<file path="src/common/rwic_pkg.sv">
package rwic_pkg;

    localparam int unsigned CLK_PERIOD_NS = 10;
    localparam int unsigned WDOG_TICK_NS = 31250000;
    localparam int unsigned WDOG_TICK_CYCLES = WDOG_TICK_NS / CLK_PERIOD_NS;

    localparam int unsigned ADDR_W = 20;
    localparam int unsigned DATA_W = 32;

    // register indices; the byte address is four times the index
    localparam logic [ADDR_W-1:0] IDX_FLAGS = 20'h1fff0;
    localparam logic [ADDR_W-1:0] IDX_MASK = 20'h1fff1;
    localparam logic [ADDR_W-1:0] IDX_INT_CTRL = 20'h1fff6;
    localparam logic [ADDR_W-1:0] IDX_WDOG_CTRL = 20'h1fff7;
    localparam logic [ADDR_W-1:0] ADDR_FLAGS = {IDX_FLAGS[ADDR_W-3:0], 2'b00};
    localparam logic [ADDR_W-1:0] ADDR_MASK = {IDX_MASK[ADDR_W-3:0], 2'b00};
    localparam logic [ADDR_W-1:0] ADDR_INT_CTRL = {IDX_INT_CTRL[ADDR_W-3:0], 2'b00};
    localparam logic [ADDR_W-1:0] ADDR_WDOG_CTRL = {IDX_WDOG_CTRL[ADDR_W-3:0], 2'b00};

    // interrupt_control layout, msb first
    typedef struct packed {
        logic watchdog_irq_enable;
        logic alarm_irq_enable;
        logic powerfail_irq_enable;
        logic backup_alarm_enable;
        logic irq_active_high;
        logic irq_pulse_mode;
        logic [1:0] rsvd;
    } rwic_intctl_t;

    // watchdog_control layout, msb first
    typedef struct packed {
        logic watchdog_restart_strobe;
        logic timeout_write_lock;
        logic [5:0] watchdog_timeout_field;
    } rwic_wdctl_t;

    // event flags, also the layout of the flag and mask registers
    typedef struct packed {
        logic watchdog_expired_flag;
        logic alarm_match_flag;
        logic powerfail_flag;
    } rwic_evt_t;

    localparam rwic_intctl_t INTCTL_RST = 8'h00;
    localparam rwic_wdctl_t WDCTL_RST = 8'h00;
    localparam rwic_evt_t FLAGS_RST = 3'h0;
    localparam rwic_evt_t MASK_RST = 3'h7;

    typedef enum logic [1:0] {
        RWIC_BUS_IDLE = 2'b01,
        RWIC_BUS_ACK = 2'b10
    } rwic_bus_st_t;

    typedef enum logic [1:0] {
        RWIC_WD_OFF = 2'b01,
        RWIC_WD_RUN = 2'b10
    } rwic_wd_st_t;

endpackage

</file>
<file path="src/hw/rwic_tick_div.sv">
`timescale 1ns/1ps
`default_nettype none
module rwic_tick_div #(
    parameter int unsigned CYCLES = 3125000
) (
    input wire logic mclk,
    input wire logic rst_b,
    input wire logic clear,
    output logic tick
);
    localparam int unsigned CW = $clog2(CYCLES + 1);
    localparam logic [CW-1:0] LAST = CW'(CYCLES - 1);

    logic [CW-1:0] cnt_q;
    logic tick_q;
    wire logic wrap = (cnt_q == LAST);

    // clearing realigns the tick phase with a watchdog restart
    always_ff @(posedge mclk) begin
        if (!rst_b || clear) begin
            cnt_q <= '0;
            tick_q <= 1'b0;
        end else begin
            cnt_q <= wrap ? '0 : cnt_q + 1'b1;
            tick_q <= wrap;
        end
    end

    assign tick = tick_q;
endmodule
`default_nettype wire

</file>
<file path="src/hw/rwic_top.sv">
`timescale 1ns/1ps
`default_nettype none
module rwic_top #(
    parameter int unsigned TICK_CYCLES = rwic_pkg::WDOG_TICK_CYCLES
) (
    input wire logic mclk,
    input wire logic rst_b,
    input wire logic psel,
    input wire logic penable,
    input wire logic pwrite,
    input wire logic [rwic_pkg::ADDR_W-1:0] paddr,
    input wire logic [rwic_pkg::DATA_W-1:0] pwdata,
    input wire logic [3:0] pstrb,
    output logic [rwic_pkg::DATA_W-1:0] prdata,
    output logic pready,
    output logic pslverr,
    input wire logic alarm_match,
    input wire logic power_fail,
    output logic irq,
    output logic irq_pin_o,
    output logic irq_pin_oe
);
    import rwic_pkg::*;

    // bus state
    rwic_bus_st_t bus_st_q;
    logic [DATA_W-1:0] prdata_q;
    logic pready_q;
    logic pslverr_q;

    // software visible state
    rwic_intctl_t intctl_q;
    rwic_wdctl_t wdctl_q;
    rwic_evt_t flags_q;
    rwic_evt_t flags_d;
    rwic_evt_t mask_q;

    // interrupt output state
    logic irq_q;
    logic irq_pin_o_q;
    logic irq_pin_oe_q;

    // watchdog wiring
    logic wd_tick;
    logic wd_expire;
    logic [5:0] wd_count;

    // address decode
    wire logic sel_flags = (paddr == ADDR_FLAGS);
    wire logic sel_mask = (paddr == ADDR_MASK);
    wire logic sel_intctl = (paddr == ADDR_INT_CTRL);
    wire logic sel_wdctl = (paddr == ADDR_WDOG_CTRL);
    wire logic mapped = sel_flags | sel_mask | sel_intctl | sel_wdctl;

    // phases of a transfer
    wire logic setup_ph = psel && !penable;
    wire logic commit = psel && penable && pready_q && (bus_st_q == RWIC_BUS_ACK);
    wire logic wr_ok = commit && pwrite && mapped && pstrb[0];
    wire logic [7:0] wbyte = pwdata[7:0];

    // write strobes per register
    wire logic wr_flags = wr_ok && sel_flags;
    wire logic wr_mask = wr_ok && sel_mask;
    wire logic wr_intctl = wr_ok && sel_intctl;
    wire logic wr_wdctl = wr_ok && sel_wdctl;

    // incoming control words
    wire rwic_intctl_t intctl_w = rwic_intctl_t'(wbyte);
    wire rwic_wdctl_t wdctl_w = rwic_wdctl_t'(wbyte);

    // the lock bit of the written word guards the field, so a strobe
    // write with the lock set leaves the period untouched
    wire logic timeout_wr = wr_wdctl && !wdctl_w.timeout_write_lock;
    wire logic strobe_wr = wr_wdctl && wdctl_w.watchdog_restart_strobe;

    // a new period also restarts the count from zero
    wire logic wd_restart = strobe_wr || timeout_wr;

    // read views
    wire rwic_intctl_t intctl_rd = '{
        watchdog_irq_enable: intctl_q.watchdog_irq_enable,
        alarm_irq_enable: intctl_q.alarm_irq_enable,
        powerfail_irq_enable: intctl_q.powerfail_irq_enable,
        backup_alarm_enable: intctl_q.backup_alarm_enable,
        irq_active_high: intctl_q.irq_active_high,
        irq_pulse_mode: intctl_q.irq_pulse_mode,
        rsvd: 2'b00
    };
    wire rwic_wdctl_t wdctl_rd = '{
        watchdog_restart_strobe: 1'b0,
        timeout_write_lock: wdctl_q.timeout_write_lock,
        watchdog_timeout_field: wdctl_q.watchdog_timeout_field
    };

    // flag register also shows the running watchdog count
    wire logic [DATA_W-1:0] flags_view = {16'h0000, 2'b00, wd_count, 5'h00, flags_q};
    wire logic [DATA_W-1:0] mask_view = {29'h00000000, mask_q};
    wire logic [DATA_W-1:0] intctl_view = {24'h000000, intctl_rd};
    wire logic [DATA_W-1:0] wdctl_view = {24'h000000, wdctl_rd};

    wire logic [DATA_W-1:0] rd_mux =
        sel_flags ? flags_view :
        sel_mask ? mask_view :
        sel_intctl ? intctl_view :
        sel_wdctl ? wdctl_view :
        32'h00000000;

    // event sources
    wire rwic_evt_t evt_set = '{
        watchdog_expired_flag: wd_expire,
        alarm_match_flag: alarm_match,
        powerfail_flag: power_fail
    };
    wire rwic_evt_t evt_clr = wr_flags ? rwic_evt_t'(wbyte[2:0]) : 3'h0;

    // enables per source, same layout as the flags
    wire rwic_evt_t evt_en = '{
        watchdog_expired_flag: intctl_q.watchdog_irq_enable,
        alarm_match_flag: intctl_q.alarm_irq_enable,
        powerfail_flag: intctl_q.powerfail_irq_enable
    };

    // a disabled source still raises its flag, it only stays off irq and the pin
    wire rwic_evt_t evt_live = flags_q & evt_en & mask_q;
    wire logic irq_wd = evt_live.watchdog_expired_flag;
    wire logic irq_al = evt_live.alarm_match_flag;
    wire logic irq_pf = evt_live.powerfail_flag;
    wire logic irq_any = irq_wd | irq_al | irq_pf;

    // pin shape
    wire logic pin_o_d = intctl_q.irq_active_high ? irq_any : 1'b0;
    wire logic pin_oe_d = intctl_q.irq_active_high ? 1'b1 : irq_any;

    rwic_tick_div #(
        .CYCLES(TICK_CYCLES)
    ) u_div (
        .mclk(mclk),
        .rst_b(rst_b),
        .clear(wd_restart),
        .tick(wd_tick)
    );

    rwic_wdog u_wdog (
        .mclk(mclk),
        .rst_b(rst_b),
        .tick(wd_tick),
        .restart(wd_restart),
        .timeout(wdctl_q.watchdog_timeout_field),
        .expire(wd_expire),
        .count(wd_count)
    );

    // flags: a new event wins over a clear in the same cycle
    always_comb begin
        flags_d = (flags_q & ~evt_clr) | evt_set;
    end

    // apb slave: one setup, one access cycle, zero extra wait states
    always_ff @(posedge mclk) begin
        if (!rst_b) begin
            bus_st_q <= RWIC_BUS_IDLE;
            pready_q <= 1'b0;
            pslverr_q <= 1'b0;
            prdata_q <= 32'h00000000;
        end else begin
            case (bus_st_q)
                RWIC_BUS_IDLE: begin
                    if (setup_ph) begin
                        bus_st_q <= RWIC_BUS_ACK;
                        pready_q <= 1'b1;
                        pslverr_q <= !mapped;
                        prdata_q <= pwrite ? 32'h00000000 : rd_mux;
                    end
                end
                RWIC_BUS_ACK: begin
                    bus_st_q <= RWIC_BUS_IDLE;
                    pready_q <= 1'b0;
                    pslverr_q <= 1'b0;
                end
                default: begin
                    bus_st_q <= RWIC_BUS_IDLE;
                    pready_q <= 1'b0;
                    pslverr_q <= 1'b0;
                end
            endcase
        end
    end

    // interrupt control; the reserved pair never stores a one
    always_ff @(posedge mclk) begin
        if (!rst_b) begin
            intctl_q <= INTCTL_RST;
        end else if (wr_intctl) begin
            intctl_q <= {intctl_w[7:2], 2'b00};
        end
    end

    // watchdog control; the strobe is never stored
    always_ff @(posedge mclk) begin
        if (!rst_b) begin
            wdctl_q <= WDCTL_RST;
        end else if (wr_wdctl) begin
            wdctl_q.watchdog_restart_strobe <= 1'b0;
            wdctl_q.timeout_write_lock <= wdctl_w.timeout_write_lock;
            if (timeout_wr) begin
                wdctl_q.watchdog_timeout_field <= wdctl_w.watchdog_timeout_field;
            end
        end
    end

    always_ff @(posedge mclk) begin
        if (!rst_b) begin
            flags_q <= FLAGS_RST;
            mask_q <= MASK_RST;
        end else begin
            flags_q <= flags_d;
            if (wr_mask) begin
                mask_q <= rwic_evt_t'(wbyte[2:0]);
            end
        end
    end

    // registered pin drive; one cycle behind the flags
    always_ff @(posedge mclk) begin
        if (!rst_b) begin
            irq_q <= 1'b0;
            irq_pin_o_q <= 1'b0;
            irq_pin_oe_q <= 1'b0;
        end else begin
            irq_q <= irq_any;
            irq_pin_o_q <= pin_o_d;
            irq_pin_oe_q <= pin_oe_d;
        end
    end

    assign prdata = prdata_q;
    assign pready = pready_q;
    assign pslverr = pslverr_q;
    assign irq = irq_q;
    assign irq_pin_o = irq_pin_o_q;
    assign irq_pin_oe = irq_pin_oe_q;

endmodule
`default_nettype wire

</file>
<file path="src/hw/rwic_wdog.sv">
`timescale 1ns/1ps
`default_nettype none
module rwic_wdog
    import rwic_pkg::*;
(
    input wire logic mclk,
    input wire logic rst_b,
    input wire logic tick,
    input wire logic restart,
    input wire logic [5:0] timeout,
    output logic expire,
    output logic [5:0] count
);
    rwic_wd_st_t st_q;
    logic [5:0] cnt_q;
    logic expire_q;
    wire logic enabled = (timeout != 6'h00);
    wire logic [5:0] cnt_inc = cnt_q + 6'h01;
    wire logic hit = tick && (cnt_inc >= timeout);

    always_ff @(posedge mclk) begin
        if (!rst_b) begin
            st_q <= RWIC_WD_OFF;
            cnt_q <= 6'h00;
            expire_q <= 1'b0;
        end else begin
            expire_q <= 1'b0;
            case (st_q)
                RWIC_WD_OFF: begin
                    cnt_q <= 6'h00;
                    if (enabled) begin
                        st_q <= RWIC_WD_RUN;
                    end
                end
                RWIC_WD_RUN: begin
                    if (!enabled) begin
                        st_q <= RWIC_WD_OFF;
                        cnt_q <= 6'h00;
                    end else if (restart) begin
                        cnt_q <= 6'h00;
                    end else if (hit) begin
                        cnt_q <= 6'h00;
                        expire_q <= 1'b1;
                    end else if (tick) begin
                        cnt_q <= cnt_inc;
                    end
                end
                default: begin
                    st_q <= RWIC_WD_OFF;
                    cnt_q <= 6'h00;
                end
            endcase
        end
    end

    assign expire = expire_q;
    assign count = cnt_q;
endmodule
`default_nettype wire

</file>
<file path="config.mk">
export PLATFORM = sky130hd
export DESIGN_NAME = rwic_top
export DESIGN_NICKNAME = d
export VERILOG_FILES = /design/src/common/rwic_pkg.sv /design/src/hw/rwic_tick_div.sv /design/src/hw/rwic_top.sv /design/src/hw/rwic_wdog.sv
export SDC_FILE = /design/constraint.sdc
export NUM_CORES = 1
export LEC_CHECK = 0
export BUFFER_PORTS_ARGS = -buffer_cell sky130_fd_sc_hd__buf_2
export CAP_MARGIN = 20
export CORE_MARGIN = 1.5
export CORE_UTILIZATION = 52
export CTS_CLUSTER_SIZE = 24
export DETAILED_ROUTE_END_ITERATION = 8
export PLACE_DENSITY = 0.83
export SYNTH_ARGS = -nofsm -noshare
export SYNTH_HDL_FRONTEND = slang
export SYNTH_SLANG_ARGS = --single-unit
export TNS_END_PERCENT = 5
</file>
<file path="constraint.sdc">
create_clock -name mclk -period 2.3 [get_ports mclk]
set_input_delay 0.115 -clock mclk [delete_from_list [all_inputs] [get_ports mclk]]
set_output_delay 0.115 -clock mclk [all_outputs]
set_load 0.01 [all_outputs]
</file>
==> flow_summary_export.csv, run 1 <==
group,metric,value,unit
run_status,outcome,"complete, no violations",
placed_design,place_hpwl,5200,um
logic_synthesis,synth_simple_gate_area_share,25.6,%
detailed_routing,finalWirelength,7020,um
logic_synthesis,synth-edff-count,0,
sta,hold_viol,0,
setup_path,startpoint_type,"register",
cells_and_area,finalNetCount,510,
power_and_ir_drop,p_clk_share,39.8,%
sta,max_slew_margin,48.4,%
grt,grt.overflow.total,0,
min_path,hold_class,"in -> reg",
cells_and_area,ff_latch_area,0.00142,mm2
detailed_routing,via_per_inst,5.48,
clock_network,clockBufferDepth,2,
placed_design,pre_cts_ws,0.305,ns
min_path,hold_depth,2,
logic_synthesis,synth_fa_ha_area_share,2.93,%
cells_and_area,layout_common_cells,"dfxtp_1, buf_2, nor2_1, nand2_1, inv_1",
placed_design,port_buffers,54,
grt,antenna_found_initial,0,
flow_run,cap_violations,0,
min_path,hold_start,"pwdata[2]",
floorplan,fp.dieW,84.0,um
detailed_routing,drc_errors,0,
logic_synthesis,synth_top_cell_area_share,41.7,%
sta,fin_skew,0.0138,ns
setup_path,critPathArrivalTime,2.30,ns
setup_path,worstPathRequired,2.56,ns
clock_network,clk_pin_slew_worst_paths,0.08,ns
logic_synthesis,synth_seq_cells,71,
cells_and_area,area_growth,14.0,%
placed_design,gp_congestion,0.920,
sta,slew_violations,0,
floorplan,die_h,84.0,um
setup_path,worstReg2RegStart,"u_wdog.count[1]$_SDFFE_PP0P_",
cells_and_area,drive_gt1_share,18.5,%
logic_synthesis,synth-main-ff-cell,"dfxtp_1",
sta,finalCritPeriodShare,89.0,%
setup_path,crit_fanout,7,
cells_and_area,num-fill-cells,558,
clock_network,clock-sinks,71,
logic_synthesis,ys_seq_area_share,41.7,%
clock_network,numCtsBuffers,9,
power_and_ir_drop,switching_share,25.4,%
setup_path,path_class,"reg -> reg",
logic_synthesis,synth_xor_area_share,7.70,%
floorplan,io-pin-count,100,
sta,rsz0062_at_grt,"false",
power_and_ir_drop,internal_power,1690,uW
power_and_ir_drop,power_density,582,mW/mm2
floorplan,initial_core_util,53.7,%
power_and_ir_drop,seqPwrFrac,55.0,%
detailed_routing,final_antenna_net_count,0,
floorplan,rows,29,
clock_network,root_buffer,"clkbuf_8",
detailed_routing,wl_per_cell,13.5,um
power_and_ir_drop,p_leak,0.00174,uW
grt,grt_max_degree,23,
sta,setup_viol,0,
sta,tightest_slew,0.754,ns
logic_synthesis,synthDistinctLibCells,48,
clock_network,htreeDepth,3,
logic_synthesis,synthMuxAreaShare,4.99,%
setup_path,r2r_cells,8,
floorplan,core_area,0.00635,mm2
grt,first_global_vias,2668,
sta,timing.fmax,489,MHz
logic_synthesis,synth_cells,380,
logic_synthesis,synth_compound_area_share,8.84,%
logic_synthesis,synth.avg_cell_area,8.98,um2
clock_network,clock_latency,0.35,ns
power_and_ir_drop,power_frac_comb,5.2,%
setup_path,r2r-end,"u_wdog.count[1]$_SDFFE_PP0P_",
sta,period_minus_slack,2.05,ns
logic_synthesis,synth_area_leaders,"dfxtp_1, mux2i_1, xor2_1",
grt,grt_use_total,20.7,%
cells_and_area,num_antenna_cells,0,
floorplan,die_area,0.00706,mm2
grt,grt_pass1_wl,11700,um
logic_synthesis,syn_area,0.00341,mm2
detailed_routing,first_iter_violations,182,
setup_path,timing.reg2reg.setup_slack,0.25,ns
setup_path,critPathCaptureType,"register",
cells_and_area,multi_input_area,0.00178,mm2
cells_and_area,layout_commonest_cell,"dfxtp_1",
logic_synthesis,synth_top_area_cell,"dfxtp_1",
clock_network,tritoncts,"done",
detailed_routing,drtPass1Iterations,4,
logic_synthesis,yosys_warnings,0,
logic_synthesis,async_flop_share,0,%
sta,setup_slack,0.253,ns
logic_synthesis,synth_top_family_by_area,"simple AND/OR/NAND/NOR gates",
cells_and_area,final_core_util,61.2,%
power_and_ir_drop,power.switching,574,uW
detailed_routing,vias,2855,
sta,final.setup.tns,0,ns
min_path,whs_endpoint,"flags_q[2]$_SDFF_PN0_",
power_and_ir_drop,ir_worst_vdd,0.000397,V
[power by group through the flow]
stage / clock network [uW] / logic [uW] / registers, uW
floorplan: 0 / 87.0 / 1270
global placement: 0 / 113 / 1270
detailed placement: 0 / 115 / 1270
CTS: 913 / 118 / 1240
global route: 979 / 132 / 1250
finish: 899 / 118 / 1240
[flip-flops by register name, summed over array words and instances (netlist names)]
register / cells
flags_q: 3
intctl_q: 3
pslverr: 1
mask_q: 3
u_wdog.count: 6
irq_pin_oe: 1
irq: 1
u_wdog.expire: 1
prdata: 14
bus_st_q: 2
wdctl_q: 7
u_div.cnt_q: 22
evt_en: 3
irq_pin_o: 1
u_div.tick: 1
u_wdog.st_q: 2
[how the worst max path moves through the flow]
stage,start,cells past startpoint,end
global route,u_wdog.count[4]$_SDFFE_PP0P_,8,u_wdog.count[1]$_SDFFE_PP0P_
finish,u_wdog.count[1]$_SDFFE_PP0P_,8,u_wdog.count[1]$_SDFFE_PP0P_
detailed placement,u_wdog.count[0]$_SDFFE_PP0P_,8,u_wdog.count[5]$_SDFFE_PP0P_
floorplan,u_wdog.count[2]$_SDFFE_PP0P_,8,u_wdog.expire$_SDFF_PP0_
CTS,u_wdog.count[0]$_SDFFE_PP0P_,8,u_wdog.count[5]$_SDFFE_PP0P_
global placement,paddr[5],5,u_wdog.expire$_SDFF_PP0_
[cells by family (layout without fill, tap and decap cells)]
group | Yosys count | in the layout
xor gates and xnor gates | 30 | 30
muxes | 17 | 17
AOI/OAI and AO/OA | 43 | 43
other | 1 | 18
buffers and inverters | 51 | 98
and+or+nand+nor | 159 | 159
adders and majority gates | 8 | 8
DFF | 71 | 71
[through the flow]
step,hold slack (ns),cell area (um2),power (uW),instances
finish,0.00804,3890,2260,521
global placement,0.337,3690,1390,503
floorplan,0.215,3480,1360,397
CTS,0.00407,3890,2280,521
global route,0.0142,3890,2360,521
detailed placement,0.344,3690,1390,503
[metal layers]
| layer | GRT usage, % | wire, um |
|---|---|---|
| met1 | 23.6 | 3020 |
| met2 | 35.5 | 3460 |
| met3 | 5.34 | 407 |
| met4 | 10.7 | 137 |
| met5 | 0 | 0 |
[cells in the mapped netlist, types with 11 or more instances]
cell,n
nand4_1,16
xnor2_1,12
nand2_1,25
xor2_1,18
nand3_1,16
o21ai_0,11
buf_4,18
mux2i_1,17
dfxtp_1,71
inv_1,19
nor2b_1,17
nor2_1,35
[critical path, stage by stage, from the launching register on]
cell and delay (ns):
dfxtp_1 0.45, and3_1 0.21, nand3_1 0.10, xnor2_1 0.16, ha_1 0.29, a21oi_1 0.17
nor2b_1 0.08, a41o_1 0.28, nor3b_1 0.22
[timing repair]
item,in CTS,in global routing
resized for setup,0,1
buffers inserted,0,0
endpoints found under the setup margin,0,2
hold endpoints to repair,2,0
hold buffers,2,0
[final cells by class]
cell class / instances / share of cell area, %
Multi-Input combinational cell: 275 / 45.7
Sequential cell: 71 / 36.6
Timing Repair Buffer: 63 / 8.82
Clock buffer: 9 / 3.19
Tap cell: 77 / 2.48
Inverter: 19 / 1.83
Clock inverter: 7 / 1.45
(Power assumes the default switching activity.)
==> run 2: changes to the inputs <==
Settings changed: CORE_UTILIZATION 52 to 35, PLACE_DENSITY 0.83 to 0.61.
==> run 2 against run 1 <==
  * Clock power grew 4.7%
  * Clock skew is 0.0028 ns higher
  * Wire length grew 4.1%
  * Non-clock buffer count grew 2
  * Clock-buffer cell count did not move
  * First-iteration DRC count shrank 51%
  * Worst hold slack gained 0.0086 ns
  * Via count fell by 1.9%
  * Cell area grew 2.2%
  * Critical path depth unchanged
  * Register-to-register slack improved by 0.08 ns
  * Core utilization decreased by 19 points
  * Largest cell class unchanged
  * Highest routed layer unchanged
==> flow_summary_export.csv, run 2 (same netlist as run 1, synthesis figures left out) <==
group,metric,value,unit
detailed_routing,finalWirelength,7310,um
clock_network,clock_latency,0.36,ns
setup_path,worstPathRequired,2.57,ns
clock_network,clk_pin_slew_worst_paths,0.09,ns
grt,grt_use_total,14.7,%
setup_path,worstReg2RegStart,"u_wdog.count[0]$_SDFFE_PP0P_",
sta,finalCritPeriodShare,85.4,%
floorplan,die_h,102,um
floorplan,die_area,0.0104,mm2
setup_path,crit_fanout,7,
cells_and_area,drive_gt1_share,18.4,%
cells_and_area,largest_register,"u_div.cnt_q",
sta,fin_skew,0.0165,ns
grt,first_global_vias,2562,
detailed_routing,final_antenna_net_count,0,
min_path,hold_start,"power_fail",
cells_and_area,stdcell_area,0.00398,mm2
floorplan,rows,35,
detailed_routing,wl_per_cell,12.7,um
cells_and_area,layout_commonest_cell,"dfxtp_1",
grt,grt.overflow.total,0,
cells_and_area,fin_cells,575,
power_and_ir_drop,seqPwrFrac,53.9,%
detailed_routing,first_iter_violations,90,
clock_network,postCtsHoldBufs,2,
detailed_routing,via_per_inst,4.87,
clock_network,htreeDepth,3,
sta,slew_violations,0,
power_and_ir_drop,power_frac_comb,5.2,%
clock_network,root_buffer,"clkbuf_8",
sta,final.setup.tns,0,ns
power_and_ir_drop,power,2310,uW
placed_design,placedCellCount,556,
min_path,whs_endpoint,"flags_q[0]$_SDFF_PN0_",
setup_path,path_class,"reg -> reg",
floorplan,initial_core_util,36.6,%
min_path,hold_depth,3,
power_and_ir_drop,p_clk_share,40.8,%
setup_path,r2r_cells,8,
cells_and_area,largest_reg_flops,22,
grt,antenna_found_initial,0,
setup_path,r2r-end,"u_wdog.count[1]$_SDFFE_PP0P_",
clock_network,post_cts_buffers,0,
power_and_ir_drop,internal_power,1700,uW
power_and_ir_drop,power_density,580,mW/mm2
flow_run,cap_violations,0,
min_path,hold_class,"in -> reg",
cells_and_area,finalNetCount,512,
setup_path,critPathArrivalTime,2.23,ns
placed_design,place_area,0.00376,mm2
setup_path,timing.reg2reg.setup_slack,0.34,ns
detailed_routing,vias,2800,
power_and_ir_drop,power.switching,608,uW
clock_network,ctsResizeCount,0,
grt,grt_pass1_wl,11800,um
cells_and_area,num_antenna_cells,0,
clock_network,numCtsBuffers,9,
clock_network,clock-sinks,71,
grt,grt_max_degree,23,
sta,tightest_slew,0.579,ns
sta,max_slew_margin,60.9,%
sta,hold_viol,0,
floorplan,fp.dieW,102,um
detailed_routing,drc_errors,0,
placed_design,port_buffers,54,
floorplan,io-pin-count,100,
run_status,outcome,"complete, no violations",
sta,period_minus_slack,1.96,ns
setup_path,startpoint_type,"register",
setup_path,critPathCaptureType,"register",
power_and_ir_drop,switching_share,26.4,%
power_and_ir_drop,ir_worst_vdd,0.000405,V
placed_design,gp_congestion,0.864,
detailed_routing,drtPass1Iterations,7,
cells_and_area,layout_common_cells,"dfxtp_1, buf_2, nor2_1, nand2_1, inv_1",
cells_and_area,area_growth,16.5,%
floorplan,core_area,0.00933,mm2
sta,rsz0062_at_grt,"false",
cells_and_area,num-fill-cells,978,
clock_network,tritoncts,"done",
clock_network,clockBufferDepth,2,
power_and_ir_drop,p_leak,0.00174,uW
sta,setup_viol,0,
placed_design,place_hpwl,5480,um
sta,timing.fmax,509,MHz
-- run 2: worst max-delay path by stage --
stage / startpoint / endpoint / cells past startpoint
finish: u_wdog.count[0]$_SDFFE_PP0P_ / u_wdog.count[1]$_SDFFE_PP0P_ / 8
global route: u_div.cnt_q[7]$_SDFF_PP0_ / u_div.cnt_q[17]$_SDFF_PP0_ / 6
CTS: u_wdog.count[0]$_SDFFE_PP0P_ / u_wdog.count[1]$_SDFFE_PP0P_ / 8
detailed placement: u_wdog.count[0]$_SDFFE_PP0P_ / u_wdog.count[1]$_SDFFE_PP0P_ / 8
global placement: u_wdog.count[0]$_SDFFE_PP0P_ / u_wdog.count[5]$_SDFFE_PP0P_ / 8
floorplan: u_wdog.count[2]$_SDFFE_PP0P_ / u_wdog.expire$_SDFF_PP0_ / 8
-- run 2: cell type report --
| type | count | area [um2] | share of cell area (%) |
|---|---|---|---|
| inverters | 19 | 71.3 | 1.79 |
| repair buffers | 65 | 360 | 9.07 |
| well taps | 129 | 161 | 4.06 |
| multi-input cells | 275 | 1780 | 44.7 |
| clock buffers | 9 | 124 | 3.12 |
| clock inverters | 7 | 61.3 | 1.54 |
| flip-flops and latches | 71 | 1420 | 35.8 |
-- run 2: per-stage QoR --
stage	worst slack, ns	util (%)	hold slack, ns
6_report	0.336	42.6	0.0166
2_1_floorplan	0.467	-	0.215
4_1_cts	0.318	42.5	0.00187
3_3_place_gp	0.351	40.3	0.335
3_5_place_dp	0.353	40.3	0.348
5_1_grt	0.179	42.6	0.0154
-- run 2: power groups by stage --
stage / Combinational, uW / Clock, uW / Sequential, uW
floorplan: 87.0 / 0 / 1270
global placement: 116 / 0 / 1270
detailed placement: 117 / 0 / 1270
CTS: 120 / 969 / 1240
global route: 138 / 1020 / 1250
finish: 121 / 941 / 1240
-- run 2: worst max-delay path, stage by stage, from the launching register on --
cell and delay, ns:
dfxtp_1 0.48, and3_1 0.20, nand3_1 0.09, xnor2_1 0.16, ha_1 0.29, a21oi_1 0.13, nor2b_1 0.06, a41o_1 0.28
nor3b_1 0.20
-- run 2: metal layers --
metal / share of wire [%] / up-vias / GRT usage (%)
li1: - / 1416 / -
met1: 45 / 1295 / 17.4
met2: 47 / 81 / 25.1
met3: 6.3 / 8 / 4.76
met4: 1.4 / 0 / 5.24
met5: 0 / - / 0
